<file path="config.mk">
export PLATFORM = sky130hd
export DESIGN_NAME = cwd_config_word
export DESIGN_NICKNAME = d
export VERILOG_FILES = /design/src/rtl/cwd_pkg.sv /design/src/rtl/cwd_config_word.sv /design/src/rtl/cwd_field_decode.sv
export SDC_FILE = /design/constraint.sdc
export NUM_CORES = 1
export LEC_CHECK = 0
export BUFFER_PORTS_ARGS = -buffer_cell sky130_fd_sc_hd__buf_2
export CAP_MARGIN = 5
export CORE_MARGIN = 3
export CORE_UTILIZATION = 45
export DETAILED_ROUTE_END_ITERATION = 12
export MAX_ROUTING_LAYER = met4
export PLACE_DENSITY = 0.79
export SYNTH_ARGS = -nofsm -noshare
export SYNTH_HDL_FRONTEND = slang
export SYNTH_SLANG_ARGS = --single-unit
</file>
<file path="constraint.sdc">
create_clock -name mclk -period 1.6 [get_ports mclk]
set_input_delay 0.32 -clock mclk [delete_from_list [all_inputs] [get_ports mclk]]
set_output_delay 0.32 -clock mclk [all_outputs]
set_load 0.02 [all_outputs]
</file>
<file path="src/rtl/cwd_pkg.sv">
// Package for the configuration word decoder: layouts, field positions, decoded settings
package cwd_pkg;

    // ==========================================================
    // Word geometry
    localparam int          CWD_WORD_W       = 14;
    localparam logic [13:0] CWD_WORD_ADDR    = 14'h2007;
    localparam logic [13:0] CWD_CFG_BASE     = 14'h2000;
    localparam logic [13:0] CWD_ERASED       = 14'h3FFF;

    // ==========================================================
    // Field positions
    localparam int CWD_OSC_LO     = 0;
    localparam int CWD_WDT_BIT    = 2;
    localparam int CWD_POWERUP_DELAY_TIMER_BIT   = 3;
    localparam int CWD_CP_LO      = 4;
    localparam int CWD_BOR_BIT    = 6;
    localparam int CWD_CP_PAIR_HI = 12;
    localparam int CWD_CP_PAIR_MD = 10;
    localparam int CWD_CP_PAIR_LO = 8;

    // ==========================================================
    // Implemented-bit masks per layout; others read as 1
    localparam logic [13:0] CWD_MASK_SINGLE = 14'h001F;
    localparam logic [13:0] CWD_MASK_DUAL   = 14'h003F;
    localparam logic [13:0] CWD_MASK_REPL   = 14'h3F7F;
    localparam logic [13:0] CWD_MASK_ONEBIT = 14'h3FFF;
    localparam logic [13:0] CWD_MASK_BORLVL = 14'h3F7F;
    localparam logic [13:0] CWD_MASK_NOBOR  = 14'h3F3F;

    // Writable window: under single-bit protection these low addresses stay open
    localparam logic [12:0] CWD_OPEN_LAST   = 13'h003F;

    // ==========================================================
    // Types
    typedef enum logic [2:0] {
        CWD_LAY_SINGLE,
        CWD_LAY_DUAL,
        CWD_LAY_REPL,
        CWD_LAY_ONEBIT,
        CWD_LAY_BORLVL,
        CWD_LAY_REPL_NOBOR
    } cwd_layout_e;

    typedef enum logic [1:0] {
        CWD_MEM_FULL,
        CWD_MEM_1K,
        CWD_MEM_HALFK
    } cwd_memsize_e;

    typedef enum logic [2:0] {
        CWD_PROT_NONE,
        CWD_PROT_UPPER_HALF,
        CWD_PROT_UPPER_3Q,
        CWD_PROT_ALL,
        CWD_PROT_ALL_BUT_LOW
    } cwd_prot_e;

    typedef enum logic [1:0] {
        CWD_OSC_LP,
        CWD_OSC_XT,
        CWD_OSC_HS,
        CWD_OSC_RC
    } cwd_osc_e;

    typedef struct packed {
        cwd_prot_e   prot;
        logic        prot_valid;
        logic        powerup_delay_timer;
        logic        watchdog_timer;
        logic        brownout_reset;
        cwd_osc_e    osc;
    } cwd_settings_s;

endpackage

</file>
<file path="src/rtl/cwd_config_word.sv">
// Configuration word store with programming-port access and decoded setting outputs
`timescale 1ns/1ps

module cwd_config_word #(
    parameter cwd_pkg::cwd_layout_e  LAYOUT  = cwd_pkg::CWD_LAY_REPL,
    parameter cwd_pkg::cwd_memsize_e MEMSIZE = cwd_pkg::CWD_MEM_FULL
) (
    input  wire logic                   mclk,
    input  wire logic                   rst_n,
    input  wire logic                   cfg_region,
    input  wire logic [13:0]            prog_addr,
    input  wire logic [13:0]            prog_wdata,
    input  wire logic                   prog_write,
    input  wire logic                   prog_read,
    input  wire logic [12:0]            write_target,
    output logic      [13:0]            prog_rdata,
    output logic                        prog_rvalid,
    output logic                        target_locked,
    output cwd_pkg::cwd_settings_s      settings
);

    // ==========================================================
    // Layout mask
    localparam logic [13:0] IMPL_MASK =
        (LAYOUT == cwd_pkg::CWD_LAY_SINGLE)     ? cwd_pkg::CWD_MASK_SINGLE :
        (LAYOUT == cwd_pkg::CWD_LAY_DUAL)       ? cwd_pkg::CWD_MASK_DUAL   :
        (LAYOUT == cwd_pkg::CWD_LAY_ONEBIT)     ? cwd_pkg::CWD_MASK_ONEBIT :
        (LAYOUT == cwd_pkg::CWD_LAY_BORLVL)     ? cwd_pkg::CWD_MASK_BORLVL :
        (LAYOUT == cwd_pkg::CWD_LAY_REPL_NOBOR) ? cwd_pkg::CWD_MASK_NOBOR  :
                                                  cwd_pkg::CWD_MASK_REPL;

    // ==========================================================
    // Access decode
    // Word is only reachable once the programmer has moved into the configuration region
    wire logic hit_word = cfg_region && (prog_addr == cwd_pkg::CWD_WORD_ADDR);
    wire logic do_write = hit_word & prog_write;
    wire logic do_read  = hit_word & prog_read;

    // One-time programmable cells can only move 1 to 0, so a write ANDs in
    logic [13:0] word_r;
    wire  logic [13:0] word_nxt = word_r & prog_wdata;
    // Unimplemented positions forced high on every view of the word
    wire  logic [13:0] word_view = word_r | ~IMPL_MASK;

    // ==========================================================
    // Decode
    cwd_pkg::cwd_settings_s dec;

    cwd_field_decode #(
        .LAYOUT  (LAYOUT),
        .MEMSIZE (MEMSIZE)
    ) u_decode (
        .word     (word_view),
        .settings (dec)
    );

    // Write-lock check of a user address against the decoded protection region
    localparam logic [12:0] TOP =
        (MEMSIZE == cwd_pkg::CWD_MEM_HALFK) ? 13'h01FF :
        (MEMSIZE == cwd_pkg::CWD_MEM_1K)    ? 13'h03FF : 13'h1FFF;
    wire logic [12:0] half_base = (TOP >> 1) + 13'h0001;
    wire logic [12:0] q3_base   = (TOP >> 2) + 13'h0001;
    logic locked_nxt;
    always_comb
    begin
        case (dec.prot)
            cwd_pkg::CWD_PROT_UPPER_HALF:  locked_nxt = (write_target >= half_base);
            cwd_pkg::CWD_PROT_UPPER_3Q:    locked_nxt = (write_target >= q3_base);
            cwd_pkg::CWD_PROT_ALL:         locked_nxt = 1'b1;
            cwd_pkg::CWD_PROT_ALL_BUT_LOW:
                locked_nxt = (write_target > cwd_pkg::CWD_OPEN_LAST);
            default:                       locked_nxt = 1'b0;
        endcase
    end

    // ==========================================================
    // Registers; settings and target_locked follow the stored word one cycle later, prog_rdata is loaded only on a read
    always_ff @(posedge mclk or negedge rst_n)
    begin
        if (!rst_n)
            word_r <= cwd_pkg::CWD_ERASED;
        else if (do_write)
            word_r <= word_nxt;
    end

    always_ff @(posedge mclk or negedge rst_n)
    begin
        if (!rst_n)
        begin
            prog_rdata    <= 14'h0000;
            prog_rvalid   <= 1'b0;
            target_locked <= 1'b0;
            settings      <= '0;
        end
        else
        begin
            prog_rvalid   <= do_read;
            if (do_read)
                prog_rdata <= word_view;
            target_locked <= locked_nxt;
            settings      <= dec;
        end
    end

endmodule

</file>
<file path="src/rtl/cwd_field_decode.sv">
// Combinational decode of a stored configuration word into device settings
`timescale 1ns/1ps

module cwd_field_decode #(
    parameter cwd_pkg::cwd_layout_e  LAYOUT  = cwd_pkg::CWD_LAY_REPL,
    parameter cwd_pkg::cwd_memsize_e MEMSIZE = cwd_pkg::CWD_MEM_FULL
) (
    input  wire logic [13:0]           word,
    output cwd_pkg::cwd_settings_s     settings
);

    // ==========================================================
    // Protection field and agreement of replicas
    wire logic [1:0] protect_level_field = word[cwd_pkg::CWD_CP_LO +: 2];
    wire logic       protect_bit_low     = protect_level_field[0];
    wire logic       protect_bit_high    = protect_level_field[1];

    wire logic pairs_same =
        (word[cwd_pkg::CWD_CP_PAIR_HI +: 2] == protect_level_field) &&
        (word[cwd_pkg::CWD_CP_PAIR_MD +: 2] == protect_level_field) &&
        (word[cwd_pkg::CWD_CP_PAIR_LO +: 2] == protect_level_field);
    // Bits 13-7 plus 5-4 must all carry one value
    wire logic onebit_same = (&{word[13:7], word[5:4]}) || ~(|{word[13:7], word[5:4]});
    // Brown-out-level layout repeats only the pair at 13-12 and 9-8
    wire logic borlvl_same =
        (word[cwd_pkg::CWD_CP_PAIR_HI +: 2] == protect_level_field) &&
        (word[cwd_pkg::CWD_CP_PAIR_LO +: 2] == protect_level_field);

    wire logic is_repl   = (LAYOUT == cwd_pkg::CWD_LAY_REPL) ||
                           (LAYOUT == cwd_pkg::CWD_LAY_REPL_NOBOR);
    wire logic has_bor   = (LAYOUT == cwd_pkg::CWD_LAY_REPL) ||
                           (LAYOUT == cwd_pkg::CWD_LAY_ONEBIT) ||
                           (LAYOUT == cwd_pkg::CWD_LAY_BORLVL);
    wire logic old_powerup_delay_timer  = (LAYOUT == cwd_pkg::CWD_LAY_SINGLE) ||
                           (LAYOUT == cwd_pkg::CWD_LAY_DUAL);

    // Disagreeing replicas leave the part unprotected; no scheme applies
    wire logic prot_ok = is_repl ? pairs_same :
                         (LAYOUT == cwd_pkg::CWD_LAY_ONEBIT) ? onebit_same :
                         (LAYOUT == cwd_pkg::CWD_LAY_BORLVL) ? borlvl_same : 1'b1;

    // ==========================================================
    // Level decode per layout and memory size
    cwd_pkg::cwd_prot_e level;
    always_comb
    begin
        level = cwd_pkg::CWD_PROT_NONE;
        case (LAYOUT)
            cwd_pkg::CWD_LAY_SINGLE:
                level = protect_bit_low ? cwd_pkg::CWD_PROT_NONE : cwd_pkg::CWD_PROT_ALL;
            cwd_pkg::CWD_LAY_ONEBIT:
                level = protect_bit_low ? cwd_pkg::CWD_PROT_NONE
                                        : cwd_pkg::CWD_PROT_ALL_BUT_LOW;
            default:
            begin
                if (MEMSIZE == cwd_pkg::CWD_MEM_HALFK)
                    level = (protect_level_field == 2'h0) ? cwd_pkg::CWD_PROT_ALL
                                                          : cwd_pkg::CWD_PROT_NONE;
                else if (MEMSIZE == cwd_pkg::CWD_MEM_1K)
                    level = protect_bit_high ? cwd_pkg::CWD_PROT_NONE :
                            protect_bit_low  ? cwd_pkg::CWD_PROT_UPPER_HALF
                                             : cwd_pkg::CWD_PROT_ALL;
                else
                    case (protect_level_field)
                        2'h3:    level = cwd_pkg::CWD_PROT_NONE;
                        2'h2:    level = cwd_pkg::CWD_PROT_UPPER_HALF;
                        2'h1:    level = cwd_pkg::CWD_PROT_UPPER_3Q;
                        default: level = cwd_pkg::CWD_PROT_ALL;
                    endcase
            end
        endcase
    end

    // ==========================================================
    // Timer, watchdog, brown-out, oscillator
    wire logic brownout_enable          = has_bor & word[cwd_pkg::CWD_BOR_BIT];
    wire logic powerup_delay_enable     = ~word[cwd_pkg::CWD_POWERUP_DELAY_TIMER_BIT];
    wire logic powerup_delay_enable_alt = word[cwd_pkg::CWD_POWERUP_DELAY_TIMER_BIT];
    wire logic powerup_delay_timer_sel = old_powerup_delay_timer ? powerup_delay_enable_alt : powerup_delay_enable;

    assign settings.prot                = prot_ok ? level : cwd_pkg::CWD_PROT_NONE;
    assign settings.prot_valid          = prot_ok;
    assign settings.powerup_delay_timer = powerup_delay_timer_sel | brownout_enable;
    assign settings.watchdog_timer      = word[cwd_pkg::CWD_WDT_BIT];
    assign settings.brownout_reset      = brownout_enable;
    assign settings.osc = cwd_pkg::cwd_osc_e'(word[cwd_pkg::CWD_OSC_LO +: 2]);

endmodule

</file>
==> summary.md <==
| Metric | Value |
|---|---|
| Status | `complete, no violations` |
| Hold crit path type | `in2reg` |
| Minimum clock period | `1270 ps` |
| Avg WL per Cell | `13.9 µm` |
| Root buffer cell | `clkbuf_4` |
| Total track usage | `16.9%` |
| DP Area | `1820 µm²` |
| Count of state elements after synthesis | `37` |
| Seq/Total Area, Yosys | `64.6%` |
| R2r setup slk | `330 ps` |
| Initial antenna violation count | `0` |
| Area Overhead vs Synth | `29.7%` |
| Die Ht | `62.9 µm` |
| Ys Warns | `0` |
| Cell Pwr Density | `800 nW/µm²` |
| Peak Freq | `786 MHz` |
| Final Skew | `4.49 ps` |
| CTS buffer count | `5` |
| First-pass iteration count of the detailed router | `4` |
| Placer congestion estimate | `0.803` |
| Input/output buffers | `57` |
| Grt ovf | `0` |
| Filler cells | `250` |
| DR vias | `995` |
| Drt total wl | `2.79 mm` |
| Fin area | `1890 µm²` |
| Critical Path Start Type | `flop` |
| Avg Cell Area, Syn | `16.0 µm²` |
| CTS tree | `yes` |
| Num ports | `71` |
| Initial drt markers | `34` |
| Vias in the first global route | `1109` |
| Avg Vias per Cell | `4.95` |
| Synth cell types | `24` |
| Period Utilization, post-route | `79.5%` |
| Core ar. | `3080 µm²` |
| Crit path capture type | `flop` |
| Worst skew pair latency | `340 ps` |
| Drt drc | `0` |
| Final setup viols | `0` |
| Class of the most critical setup path | `reg2reg` |
| Sum Neg Setup Slack | `0 ps` |
| First-pass GRT wire length | `4.92 mm` |
| RR Startpoint | `word_r[4]` |
| Clock Tree Buf Depth | `2` |
| Max Cap Viol | `0` |
| DP Worst Slack | `97.9 ps` |
| RSZ-0062 raised after global routing | `false` |
| Largest net degree at the start of global routing | `38` |
| DP HPWL | `2.17 mm` |
| Clock transition at path regs | `100 ps` |
| Initial Util | `47.4%` |
| Die span in x | `62.9 µm` |
| Reg2reg end | `target_locked` |
| Antenna-violating nets left | `0` |
| Setup Fix Bufs, Post-CTS | `0` |
| DIE AREA | `3960 µm²` |
| Ratio of cells with drive above 1 in the final layout | `61.8%` |
| # diodes | `0` |
| WP data arrival | `1510 ps` |
| VDD IR-drop max | `366 µV` |
| Final count of hold timing violations | `0` |
| CTS resizes | `0` |
| Req. time, crit path | `1840 ps` |
| Synth Cell Area | `1460 µm²` |
| Nets | `202` |
| Utilization after layout | `61.4%` |
| Hold path startpoint | `prog_wdata[4]` |
| Worst setup margin | `328 ps` |
| Mapped Cells | `91` |
| Max-slew violation count | `0` |
| LEAKAGE | `0.967 nW` |
| Row count | `20` |
| WHS Path Cells | `2` |
| CTS sink count | `37` |
| Synth Net Count | `137` |
| R2r worst-path depth | `3` |
| H-Tree Depth | `2` |
| WHS Endpoint | `word_r[4]` |
| Hold_ws | `193 ps` |
| Crit path max fanout | `7` |
==> Yosys cell counts (all sizes together) <==
| master | n | area, µm² |
|---|---|---|
| nand2b | 2 | 12.5 |
| nand4 | 2 | 27.5 |
| mux2 | 13 | 180 |
| inv | 1 | 3.75 |
| nor4b | 1 | 8.76 |
| nor4bb | 1 | 10.0 |
| o21a | 13 | 97.6 |
| nor2 | 3 | 11.3 |
| nor4 | 4 | 40.0 |
| dfstp | 13 | 342 |
| and4b | 1 | 10.0 |
| dfrtp | 24 | 601 |
| conb | 1 | 3.75 |
| a221oi | 1 | 8.76 |
| o22ai | 1 | 6.26 |
| and4 | 3 | 26.3 |
| buf | 3 | 23.8 |
| and4bb | 3 | 37.5 |
| or2b | 1 | 7.51 |
==> worst max-delay path by stage <==
| stage | end | cells past startpoint | startpoint |
|---|---|---|---|
| CTS | target_locked | 3 | word_r[4] |
| global route | target_locked | 3 | word_r[4] |
| global placement | prog_rdata[11] | 5 | prog_addr[5] |
| floorplan | prog_rdata[10] | 4 | prog_addr[5] |
| finish | target_locked | 3 | word_r[4] |
| detailed placement | prog_rdata[11] | 5 | prog_addr[5] |
==> worst max-delay path, stage by stage, from the launching register on <==
cell	delay [ps]
dfstp_2	590
and4_1	200
o22ai_1	140
a221oi_1	240
==> timing repair <==
item / in CTS / in global routing
hold endpoints to repair: 24 / 0
endpoints found under the setup margin: 0 / 0
hold buffers: 1 / 0
==> through the flow <==
stage | std cells | total power [mW]
final | 201 | 1.51
after global routing | 201 | 1.60
after CTS | 201 | 1.54
after detailed placement | 192 | 1.04
after global placement | 192 | 1.03
after floorplan | 91 | 0.969
==> flip-flops by register name, summed over array words and instances (netlist names) <==
register	count
settings	8
prog_rdata	14
word_r	13
prog_rvalid	1
target_locked	1
==> where the power goes <==
part / internal, mW / switching (mW)
logic: 0.0426 / 0.0419
clock network: 0.217 / 0.275
registers: 0.936 / 0.0000128
==> cell type report <==
cell class	count	area [µm²]	area share, %
clock buffers	8	58.8	3.11
inverters	1	3.75	0.199
multi-input cells	50	488	25.8
flip-flops and latches	37	942	49.8
well taps	44	55.1	2.91
repair buffers	61	343	18.1
==> per-layer routing <==
metal  vias to the layer above  share of wire, %  GRT usage [%]
met1                       476                37           17.2
met2                        48                52           27.4
met3                         5               8.9           6.12
met5                         -                 0              -
met4                         0               2.0           10.7
li1                        466                 -              -
==> layout by cell type (no fill, tap or decap) <==
cell / netlist / layout
nor4b_1: 1 / 1
nor4_1: 3 / 3
dlygate4sd3_1: 0 / 1
nand4_1: 1 / 1
or2b_1: 1 / 1
clkbuf_8: 0 / 1
and4_1: 3 / 3
and4bb_2: 3 / 3
dfstp_2: 13 / 13
buf_2: 1 / 57
inv_1: 1 / 1
nand4_4: 1 / 1
o21a_1: 13 / 13
clkbuf_1: 0 / 2
o22ai_1: 1 / 1
nand2b_1: 2 / 2
conb_1: 1 / 1
clkbuf_4: 0 / 5
buf_4: 1 / 1
nor4bb_1: 1 / 1
dfrtp_1: 24 / 24
nor2_1: 3 / 3
mux2_2: 4 / 4
buf_12: 0 / 2
mux2_4: 9 / 9
and4b_1: 1 / 1
nor4_4: 1 / 1
a221oi_1: 1 / 1
==> kinds of logic (layout without fill, tap and decap cells) <==
family / after synthesis / in the layout / synth area share (%)
other: 1 / 1 / 0.257
and+or+nand+nor: 21 / 21 / 13.1
buffers and inverters: 4 / 70 / 1.89
AOI/OAI and AO/OA: 15 / 15 / 7.73
DFF: 37 / 37 / 64.6
muxes: 13 / 13 / 12.4
Note: power is estimated with default switching activity, not from simulation.
